**src/core/motion_defines.vh**
```
// Register map, field positions, reset values and timing constants of the motion core
`ifndef MOTION_DEFINES_VH
`define MOTION_DEFINES_VH

// Byte offsets
`define OFF_CTRL      12'h000
`define OFF_STATUS    12'h004
`define OFF_IRQ_STAT  12'h008
`define OFF_IRQ_MASK  12'h00C
`define OFF_VMIN      12'h010
`define OFF_VMAX      12'h014
`define OFF_RAMP      12'h018
`define OFF_CFG       12'h01C
`define OFF_POS       12'h020
`define OFF_TARGET    12'h024

// Control register fields (write strobes, read as zero)
`define CTRL_START_EXT 0
`define CTRL_START_INT 1
`define CTRL_START_POS 2
`define CTRL_ACK       3
`define CTRL_ABORT     4
`define CTRL_INVALID   5

// Config register fields
`define CFG_SW_NC      0
`define CFG_REF_BEH_LO 1
`define CFG_REF_BEH_HI 2
`define CFG_NRM_BEH_LO 3
`define CFG_NRM_BEH_HI 4
`define CFG_DIR        5
`define CFG_RESET      6'h00

// Switch behaviours
`define BEH_REVERSE  2'h0
`define BEH_CONTINUE 2'h1
`define BEH_STOP     2'h2
`define BEH_IGNORE   2'h3

// Interrupt / status bits
`define EV_REF_DONE  0
`define EV_LIMIT     1
`define EV_POS_ERR   2
`define EV_INVALID   3
`define EV_OVERTEMP  4
`define EV_UNDERVOLT 5
`define EV_MOVE_DONE 6
`define EV_COUNT     7

// Reset values
`define VMIN_RESET   16'h0064
`define VMAX_RESET   16'h03E8
`define RAMP_RESET   16'h000A

// Timing
`define CLK_HZ        200000000
`define PAUSE_MS      100
`define PAUSE_CYCLES  ((`CLK_HZ / 1000) * `PAUSE_MS)
`define DEBOUNCE_CYC  16
`define RATE_ACC_BITS 32

`endif

```
**src/core/ref_limit_motion.v**
```verilog
// Reference-run and limit-switch motion core with APB register access
// Notes on behaviour
// - External run ramps minimum to maximum speed
// - Switch hit halts, then 100 ms pause
// - Then leave switch at minimum speed
// - Switch polarity: normally closed or open
// - Internal run at minimum speed, no ramp
// - Shaft mark recurs once per revolution
// - Separate behaviour for reference and normal
// - Four behaviours, stop/ignore normal only
// - Reverse: turn back until switch releases
// - Continue: keep direction until switch releases
// - Stop: no step in detection cycle
// - Ignore: switch has no effect normally
// - Reference reached drives outputs 1 and 2
// - Position error or limit latches until acknowledged; position error is only checked during positioning moves
// - Overtemperature or undervoltage lights error lamp
// - Ramp starts at minimum, ends at maximum
//
// The APB register port and the register offsets were decided locally.
`include "motion_defines.vh"
`timescale 1ns/100ps
`default_nettype none

module ref_limit_motion #(
   parameter [31:0] PAUSE_CYCLES = `PAUSE_CYCLES
) (
   input  wire        pclk,
   input  wire        presetn,
   input  wire        psel,
   input  wire        penable,
   input  wire        pwrite,
   input  wire [11:0] paddr,
   input  wire [31:0] pwdata,
   output wire        pready,
   output reg  [31:0] prdata,
   output wire        pslverr,
   input  wire        ref_switch,
   input  wire        shaft_mark,
   input  wire        position_error,
   input  wire        overtemp,
   input  wire        undervolt,
   output reg         step,
   output reg         dir,
   output reg         out1,
   output reg         out2,
   output wire        error_led,
   output wire        irq
);

   // ==========================================================
   // State encoding
   localparam [7:0] ST_IDLE   = 8'h01;
   localparam [7:0] ST_EXT    = 8'h02;
   localparam [7:0] ST_PAUSE  = 8'h04;
   localparam [7:0] ST_LEAVE  = 8'h08;
   localparam [7:0] ST_INT    = 8'h10;
   localparam [7:0] ST_POS    = 8'h20;
   localparam [7:0] ST_ERROR  = 8'h40;
   localparam [7:0] ST_LIMLV  = 8'h80;

   reg [7:0]  state;
   reg [7:0]  next_state;
   reg [15:0] vmin;
   reg [15:0] vmax;
   reg [15:0] ramp;
   reg [5:0]  cfg;
   reg [31:0] position;
   reg [31:0] target;
   reg [6:0]  irq_stat;
   reg [6:0]  irq_mask;
   reg [15:0] speed;
   reg [31:0] phase_acc;
   reg [31:0] pause_cnt;
   reg        leave_ref;
   reg        overtemp_latch;

   // ==========================================================
   // APB slave
   wire wr_en = psel & penable & pwrite;
   wire rd_en = psel & penable & ~pwrite;
   wire addr_ok = (paddr == `OFF_CTRL) | (paddr == `OFF_STATUS) |
                  (paddr == `OFF_IRQ_STAT) | (paddr == `OFF_IRQ_MASK) |
                  (paddr == `OFF_VMIN) | (paddr == `OFF_VMAX) |
                  (paddr == `OFF_RAMP) | (paddr == `OFF_CFG) |
                  (paddr == `OFF_POS) | (paddr == `OFF_TARGET);
   assign pready  = 1'b1;
   assign pslverr = psel & penable & ~addr_ok;

   wire ctrl_wr   = wr_en & (paddr == `OFF_CTRL);
   wire go_ext    = ctrl_wr & pwdata[`CTRL_START_EXT];
   wire go_int    = ctrl_wr & pwdata[`CTRL_START_INT];
   wire go_pos    = ctrl_wr & pwdata[`CTRL_START_POS];
   wire ack       = ctrl_wr & pwdata[`CTRL_ACK];
   wire abort_req = ctrl_wr & pwdata[`CTRL_ABORT];
   wire invalid   = ctrl_wr & pwdata[`CTRL_INVALID];

   // ==========================================================
   // Switch input conditioning
   reg       sw_meta;
   reg       sw_sync;
   reg [4:0] deb_cnt;
   reg       sw_clean;
   reg       mark_meta;
   reg       mark_sync;
   reg       mark_prev;

   always @(posedge pclk or negedge presetn) begin
      if (!presetn) begin
         sw_meta   <= 1'b0;
         sw_sync   <= 1'b0;
         deb_cnt   <= 5'h00;
         sw_clean  <= 1'b0;
         mark_meta <= 1'b0;
         mark_sync <= 1'b0;
         mark_prev <= 1'b0;
      end else begin
         sw_meta   <= ref_switch;
         sw_sync   <= sw_meta;
         mark_meta <= shaft_mark;
         mark_sync <= mark_meta;
         mark_prev <= mark_sync;
         if (sw_sync == sw_clean) begin
            deb_cnt <= 5'h00;
         end else if (deb_cnt == `DEBOUNCE_CYC - 1) begin
            deb_cnt  <= 5'h00;
            sw_clean <= sw_sync;
         end else begin
            deb_cnt <= deb_cnt + 5'h01;
         end
      end
   end

   wire sw_active = cfg[`CFG_SW_NC] ? ~sw_clean : sw_clean;
   // mark rising edge once per turn
   wire mark_hit  = mark_sync & ~mark_prev;
   wire [1:0] ref_beh = cfg[`CFG_REF_BEH_HI:`CFG_REF_BEH_LO];
   wire [1:0] nrm_beh = cfg[`CFG_NRM_BEH_HI:`CFG_NRM_BEH_LO];
   // stop/ignore not allowed in reference runs, fall back to reverse
   wire [1:0] ref_eff = ref_beh[1] ? `BEH_REVERSE : ref_beh;

   // ==========================================================
   // Step rate generator
   wire moving = (state == ST_EXT) | (state == ST_LEAVE) | (state == ST_INT) |
                 (state == ST_POS) | (state == ST_LIMLV);
   wire [32:0] acc_sum = {1'b0, phase_acc} + {1'b0, speed, 16'h0000};
   wire tick = moving & acc_sum[32];
   wire at_target = (position == target);

   // stop: the detection cycle issues no step
   wire hard_stop = (state == ST_POS) & sw_active & (nrm_beh == `BEH_STOP);
   wire limit_hit = (state == ST_POS) & sw_active & (nrm_beh != `BEH_IGNORE);

   always @* begin
      next_state = state;
      case (state)
         ST_IDLE: begin
            if (go_ext) begin
               next_state = ST_EXT;
            end else if (go_int) begin
               next_state = ST_INT;
            end else if (go_pos) begin
               next_state = ST_POS;
            end
         end
         ST_EXT: begin
            if (sw_active) begin
               next_state = ST_PAUSE;
            end
         end
         ST_PAUSE: begin
            if (pause_cnt == PAUSE_CYCLES - 1) begin
               next_state = ST_LEAVE;
            end
         end
         ST_LEAVE: begin
            if (!sw_active) begin
               next_state = ST_IDLE;
            end
         end
         ST_INT: begin
            if (mark_hit) begin
               next_state = ST_IDLE;
            end
         end
         ST_POS: begin
            if (limit_hit && nrm_beh == `BEH_STOP) begin
               next_state = ST_ERROR;
            end else if (limit_hit) begin
               next_state = ST_LIMLV;
            end else if (position_error) begin
               next_state = ST_ERROR;
            end else if (at_target) begin
               next_state = ST_IDLE;
            end
         end
         ST_LIMLV: begin
            if (!sw_active) begin
               next_state = ST_ERROR;
            end
         end
         ST_ERROR: begin
            if (ack) begin
               next_state = ST_IDLE;
            end
         end
         default: begin
            next_state = ST_IDLE;
         end
      endcase
      // outside the error state, acknowledged invalid data or abort returns ready
      if ((abort_req | (ack & irq_stat[`EV_INVALID])) && state != ST_ERROR) begin
         next_state = ST_IDLE;
      end
   end

   // ==========================================================
   // Sequencer registers
   always @(posedge pclk or negedge presetn) begin
      if (!presetn) begin
         state     <= ST_IDLE;
         speed     <= 16'h0000;
         phase_acc <= 32'h0000_0000;
         pause_cnt <= 32'h0000_0000;
         position  <= 32'h0000_0000;
         step      <= 1'b0;
         dir       <= 1'b0;
         leave_ref <= 1'b0;
      end else begin
         state <= next_state;
         step  <= tick & ~hard_stop;
         phase_acc <= moving ? acc_sum[31:0] : 32'h0000_0000;
         if (tick && !hard_stop) begin
            position <= dir ? position - 32'h0000_0001 : position + 32'h0000_0001;
         end
         pause_cnt <= (state == ST_PAUSE) ? pause_cnt + 32'h0000_0001 : 32'h0000_0000;
         case (state)
            ST_IDLE: begin
               speed <= vmin;
               dir   <= cfg[`CFG_DIR];
               if (go_pos) begin
                  dir <= (target < position);
               end
            end
            ST_EXT: begin
               if (tick) begin
                  speed <= (speed + ramp >= vmax) ? vmax : speed + ramp;
               end
               if (sw_active) begin
                  speed <= 16'h0000;
               end
            end
            ST_PAUSE: begin
               speed <= 16'h0000;
               if (pause_cnt == PAUSE_CYCLES - 1) begin
                  speed <= vmin;
                  if (ref_eff == `BEH_REVERSE) begin
                     dir <= ~dir;
                  end
               end
            end
            ST_POS: begin
               if (tick) begin
                  speed <= (speed + ramp >= vmax) ? vmax : speed + ramp;
               end
               if (limit_hit && nrm_beh == `BEH_REVERSE) begin
                  dir <= ~dir;
               end
            end
            ST_INT: begin
               speed <= vmin;
            end
            default: begin
               speed <= speed;
            end
         endcase
      end
   end

   // ==========================================================
   // Reference outputs and errors
   wire ref_reached = ((state == ST_LEAVE) & ~sw_active) | ((state == ST_INT) & mark_hit);

   always @(posedge pclk or negedge presetn) begin
      if (!presetn) begin
         out1 <= 1'b0;
         out2 <= 1'b0;
      end else if (ref_reached || limit_hit) begin
         out1 <= 1'b1;
         out2 <= 1'b1;
      end else if (moving) begin
         out1 <= 1'b0;
         out2 <= 1'b0;
      end
   end

   always @(posedge pclk or negedge presetn) begin
      if (!presetn) begin
         overtemp_latch <= 1'b0;
      end else if (overtemp) begin
         overtemp_latch <= 1'b1;
      end
   end
   assign error_led = overtemp_latch | undervolt;

   // ==========================================================
   // Interrupt status, write-one-to-clear, set wins
   wire [6:0] events;
   assign events[`EV_REF_DONE]  = ref_reached;
   assign events[`EV_LIMIT]     = limit_hit;
   assign events[`EV_POS_ERR]   = (state == ST_POS) & position_error;
   assign events[`EV_INVALID]   = invalid & (state != ST_IDLE);
   assign events[`EV_OVERTEMP]  = overtemp;
   assign events[`EV_UNDERVOLT] = undervolt;
   assign events[`EV_MOVE_DONE] = (state == ST_POS) & (next_state == ST_IDLE);

   wire stat_wr = wr_en & (paddr == `OFF_IRQ_STAT);

   genvar gi;
   generate
      for (gi = 0; gi < `EV_COUNT; gi = gi + 1) begin : g_irq
         always @(posedge pclk or negedge presetn) begin
            if (!presetn) begin
               irq_stat[gi] <= 1'b0;
            end else if (events[gi]) begin
               irq_stat[gi] <= 1'b1;
            end else if ((stat_wr && pwdata[gi]) || (gi == `EV_INVALID && ack)) begin
               irq_stat[gi] <= 1'b0;
            end
         end
      end
   endgenerate
   assign irq = |(irq_stat & irq_mask);

   // ==========================================================
   // Register writes
   always @(posedge pclk or negedge presetn) begin
      if (!presetn) begin
         vmin     <= `VMIN_RESET;
         vmax     <= `VMAX_RESET;
         ramp     <= `RAMP_RESET;
         cfg      <= `CFG_RESET;
         target   <= 32'h0000_0000;
         irq_mask <= 7'h00;
      end else if (wr_en) begin
         case (paddr)
            `OFF_VMIN:     vmin     <= pwdata[15:0];
            `OFF_VMAX:     vmax     <= pwdata[15:0];
            `OFF_RAMP:     ramp     <= pwdata[15:0];
            `OFF_CFG:      cfg      <= pwdata[5:0];
            `OFF_TARGET:   target   <= pwdata;
            `OFF_IRQ_MASK: irq_mask <= pwdata[6:0];
            default:       irq_mask <= irq_mask;
         endcase
      end
   end

   // Read data
   always @(posedge pclk or negedge presetn) begin
      if (!presetn) begin
         prdata <= 32'h0000_0000;
      end else if (psel && !penable && !pwrite) begin
         case (paddr)
            `OFF_STATUS:   prdata <= {16'h0000, state, 5'h00, error_led, sw_active,
                                      state == ST_ERROR};
            `OFF_IRQ_STAT: prdata <= {25'h0000000, irq_stat};
            `OFF_IRQ_MASK: prdata <= {25'h0000000, irq_mask};
            `OFF_VMIN:     prdata <= {16'h0000, vmin};
            `OFF_VMAX:     prdata <= {16'h0000, vmax};
            `OFF_RAMP:     prdata <= {16'h0000, ramp};
            `OFF_CFG:      prdata <= {26'h0000000, cfg};
            `OFF_POS:      prdata <= position;
            `OFF_TARGET:   prdata <= target;
            default:       prdata <= 32'h0000_0000;
         endcase
      end
   end

endmodule // ref_limit_motion

`default_nettype wire

```
**config.mk**
```make
export PLATFORM = sky130hd
export DESIGN_NAME = ref_limit_motion
export DESIGN_NICKNAME = d
export VERILOG_FILES = /design/src/core/ref_limit_motion.v
export VERILOG_INCLUDE_DIRS = /design/src /design/src/core
export SDC_FILE = /design/constraint.sdc
export NUM_CORES = 1
export LEC_CHECK = 0
export BUFFER_PORTS_ARGS = -buffer_cell sky130_fd_sc_hd__buf_2
export CAP_MARGIN = 20
export CORE_ASPECT_RATIO = 0.5
export CORE_MARGIN = 2
export CORE_UTILIZATION = 45
export CTS_BUF_LIST = sky130_fd_sc_hd__clkbuf_8
export DETAILED_ROUTE_END_ITERATION = 6
export PLACE_DENSITY = 0.7
export SETUP_SLACK_MARGIN = 0.02
export SLEW_MARGIN = 20
export SYNTH_ARGS = -nofsm -noshare
export SYNTH_HDL_FRONTEND = slang
export SYNTH_SLANG_ARGS = --single-unit
```
**constraint.sdc**
```tcl
create_clock -name pclk -period 4.7 [get_ports pclk]
set_clock_uncertainty 0.05 [all_clocks]
set_input_delay 0.94 -clock pclk [delete_from_list [all_inputs] [get_ports pclk]]
set_output_delay 0.94 -clock pclk [all_outputs]
set_load 0.02 [all_outputs]
```
* Word-level counts from Yosys, hierarchy flattened
Cells that the tools add are included.
Operators by class: add/sub/neg operators 6, multiply operators 0, divide/modulo/power cells 0, $lt $le $gt $ge 2, equal/unequal tests 29, shifts and indexed selects 0, muxes and demuxes 49, bitwise logic cells 47, reductions and logical operators 41
Operators with widths (number):
- $pmux 32 s9 | 1
- $mux 8 | 14
- $mux 32 | 3
- $add 32x1->32 const B | 2
- $mux 16 | 4
- $pmux 16 s4 | 1
- $pmux 8 s8 | 1
- $eq 12x5->1 const B | 4
- $add 32x32->33 | 1
- $eq 32x25->1 const B | 1
- $eq 32x32->1 | 1
- $lt 32x32->1 | 1
- $sub 32x1->32 const B | 1
- $eq 12x4->1 const B | 2
- $eq 12x6->1 const B | 2
- $and 1x1->1 | 23
- $mux 1 | 22
- $add 16x16->16 | 1
- $eq 8x1->1 const B | 2
- $ge 16x16->1 | 1
- $or 1x1->1 | 16
- $reduce_bool 2->1 | 8
- $reduce_and 2->1 | 7
- $logic_and 1x1->1 | 13
- other kinds (29) | 42
Storage, ports and cells: flip-flop bits (word level) 267, bits in latches 0, bits in writable memories 0, bits in read-only memories 0, input port bits 54, logic and storage cells 204, memories 0

* Depth between registers and ports, before layout
depth in word-level cells 12, depth in mapped cells 19

* Worst setup path after synthesis
OpenSTA, ideal clock, no wires.
path kind reg-to-reg, start point reg speed[0], end point reg speed[15], library setup time 0.070 ns, arrival time 4.069 ns, required time 4.580 ns, path slack 0.511 ns, stages on the path, launching flop included 20, cells stage by stage dfrtp_1 ha_1 fa_1 a21o_1 a21oi_1 o211ai_1 a31o_2 a21oi_1 xnor2_1 ha_1 a21o_1 a211o_1 o211ai_1 a21oi_1 a211o_1 clkbuf_1 buf_1 nor4_1 mux2i_1 nand3_1
On the way: word-level cells in the longest chain between the ends 6, elaborated cells between the ends (all ways) 8
RTL lines:
- start: declaration | line ref_limit_motion.v:72 | reg [15:0] speed;
- start signal: assignment | line ref_limit_motion.v:239 | speed <= vmin;
- start signal: assignment | line ref_limit_motion.v:247 | speed <= (speed + ramp >= vmax) ? vmax : speed + ramp;
- start signal: assignment | line ref_limit_motion.v:256 | speed <= vmin;
- $add 16x16->16 | line ref_limit_motion.v:247, ref_limit_motion.v:264
- $ge 16x16->1 | line ref_limit_motion.v:247, ref_limit_motion.v:264
- $mux 16 | line ref_limit_motion.v:247, ref_limit_motion.v:264
- $mux 16 (*) | line ref_limit_motion.v:246, ref_limit_motion.v:263
- $mux 16 | line ref_limit_motion.v:249 | if (sw_active) begin
- $pmux 16 s4 (*) | line ref_limit_motion.v:237 | case (state)
Every way passes the cells marked *; elsewhere a longest branch is shown, timed or not. A chain may end at the register's enable or synchronous reset.

* Worst setup path in the final report
start point reg speed[0], end point reg speed[5]
Same word-level chain as after synthesis.

==> reports/metrics.yaml <==
status: "finished clean"
ys.warnings.count: 0
yosysTopAreaCell: "dfrtp_1"
io_buffers: 92
maxCapViolations: 0
arrival_ns: 4.70
pwr_density_cell_nw_per_um2: 257
syn_nets: 1735
die_h_um: 134
grt_use_total: 0.222
rows: 47
r2r_slack_ns: 0.35
setup_ws_ns: 0.353
finalMaxSlewViolations: 0
reg2reg_depth: 17
syn_area_per_cell_um2: 9.71
syn_inst: 1567
period_minus_slack_ns: 4.35
clk_path_buf_depth: 3
grt-ovfl-total: 0
fin_nets: 1832
die_width_um: 264
drive_above_1_share: 0.188
n_antenna_cell: 0
place_ws_ns: 0.196
cts_buffers: 42
post_drt_wl_per_cell_um: 18.1
cp-end-kind: "register"
drc: 0
clk_latency_ns: 0.56
synth_cell_types: 78
synth_area_um2: 15200
slowest_delay_ns: 0.44
grt_pass1_wl_um: 63300
root_buffer: "clkbuf_8"
cp-endpoint: "speed[5]"
crit_path_top_delay_cell: "a211o_2"
crit_required_ns: 5.05
grt_pass1_vias: 11800
ys_seq_elements: 251
viasPerCell: 5.76
tightest_slew_ns: 0.976
timing.rr.start: "speed[0]"
synth_edf_count: 0
vias: 12300
critPathLaunch: "speed[0]"
dr.pass1.iters: 6
slew_headroom: 0.349
reg2reg_to: "speed[5]"
fin_tns_setup_ns: 0
power.leakage_nw: 8.31
start_kind: "register"
initial_utilization: 0.459
area_growth_pct: 12.2
cts_tree: "done"
cp_max_fo: 11
setup_violations: 0
synth_most_common_cell: "dfrtp_1"
yosysSeqAreaShare: 0.414
period_share: 0.925
grt_antenna_before_repair: 0
rsz0062_at_grt: "false"
ys.flop_type: "dfrtp_1"
drtAntennaViolNets: 0
ctsHoldBuffers: 0
clock_sinks: 251
synth_area_leaders: "dfrtp_1 (39%), ha_1 (9.1%), mux2_2 (7.8%)"
max_freq_mhz: 230
ir_worst_vdd_mv: 0.175
fin_total_pwr_mw: 4.40
post_cts_buffers: 0
min_path_type: "reg -> reg"
hold_violations: 0
ios: 94
coreArea_um2: 33200
drtIter0Drc: 1112
path_clk_slew_ns: 0.06
grt_max_degree: 122
wl_um: 38700
die_area_um2: 35400
synth_common_cells: "dfrtp_1 (239), nand2_1 (155), o21ai_0 (112)"
cts_max_level: 2
critPathKind: "reg -> reg"
seqCellArea_um2: 6300
synthArstFlopShare: 1.00
synth.top_cell.area_share: 0.393
multiInputGateArea_um2: 8390
path_cells: "ha_1 -> fa_1 -> a21o_1 -> a21oi_2 -> o211ai_1 -> a31o_2 -> a21oi_1 -> xnor2_1 -> ha_1 -> a21o_1 -> a211o_1 -> o211ai_1 -> a21oi_1 -> a211o_2 -> mux2_2 -> mux2i_1 -> o21ai_0"
gp_congestion: 0.941
dp_hpwl_um: 28200
fillers: 3062
## how the worst min path moves through the flow
stage / startpoint / slack [ns] / cells past startpoint / to
finish: mark_meta / 0.30 / 0 / mark_sync
global route: mark_meta / 0.32 / 0 / mark_sync
CTS: mark_meta / 0.31 / 0 / mark_sync
detailed placement: mark_meta / 0.29 / 0 / mark_sync
global placement: sw_meta / 0.28 / 0 / sw_sync
floorplan: mark_meta / 0.28 / 0 / mark_sync
## report_power, final
part / leakage, nW / switching [mW] / internal (mW)
clock network: 0.511 / 0.911 / 1.13
registers: 3.42 / 0.00812 / 2.17
logic: 4.38 / 0.124 / 0.0515
total: 8.31 / 1.04 / 3.35
## per-layer routing
layer	track usage	vias up	routed length, µm
met2	0.345	370	17100
met5	0	-	0
met4	0.0597	0	763
li1	-	5899	-
met3	0.0373	62	2340
met1	0.322	5983	18500
## cell usage in the layout, fill, tap and decap left out, types with 15 or more instances in the layout
cell type / Yosys / final
o21a_1: 17 / 17
ha_1: 111 / 111
nor2_1: 105 / 105
o211ai_1: 15 / 15
xnor2_1: 43 / 43
buf_2: 8 / 91
a21o_1: 34 / 34
mux2i_1: 24 / 24
a21oi_1: 82 / 81
inv_1: 74 / 86
xor2_1: 39 / 39
nand2_1: 155 / 154
nor3_1: 30 / 28
nand4_1: 17 / 17
clkbuf_8: 0 / 60
mux2_2: 105 / 105
buf_4: 4 / 23
and3_1: 23 / 23
dfrtp_1: 239 / 239
o21ai_0: 112 / 112
a22oi_1: 45 / 45
nand3_1: 34 / 34
## kinds of logic (layout without fill, tap and decap cells)
group           count (synthesis)  after routing  share of synthesized area
simple gates                  454            454                      0.143
other cells                     1              1                   0.000246
flops                         251            251                      0.414
buf+inv                       137            267                     0.0369
fa+ha+maj                     114            114                     0.0952
mux                           129            129                     0.0935
xor+xnor                       82             82                     0.0472
compound gates                399            399                      0.171
## state kept, by name (all words and copies together) (netlist names), 5 cells and up
signal / cells
phase_acc: 16
vmin: 16
ramp: 16
cfg: 6
irq_stat: 7
target: 32
prdata: 32
speed: 16
vmax: 16
state: 8
position: 32
pause_cnt: 32
irq_mask: 7
deb_cnt: 5
## worst max-delay path, delay by kind of cell (launching register included)
kind	cells	cell delay [ns]
compound gates	11	2.17
xor+xnor	1	0.16
fa+ha+maj	3	0.92
flops	1	0.42
mux	2	0.46
## area by class of cell
cell class / instances / area share
Timing Repair Buffer: 116 / 0.0388
Clock buffer: 60 / 0.0484
Inverter: 74 / 0.0163
Clock inverter: 17 / 0.00425
Multi-Input combinational cell: 1179 / 0.491
Tap cell: 441 / 0.0323
Sequential cell: 251 / 0.369
## timing repair
item,in CTS,in global routing
resized for setup,0,3
setup endpoints to repair,0,14
hold endpoints to repair,0,0
## metrics by stage
stage               instance area, µm²  hold WS (ns)  utilization  instances
floorplan                        15200         0.281            -       1567
global placement                 16200         0.284        0.487       2061
detailed placement               16200         0.295        0.487       2061
CTS                              17100         0.312        0.514       2138
global route                     17100         0.317        0.515       2138
finish                           17100         0.303        0.515       2138
Note: power is estimated with default switching activity, not from simulation.
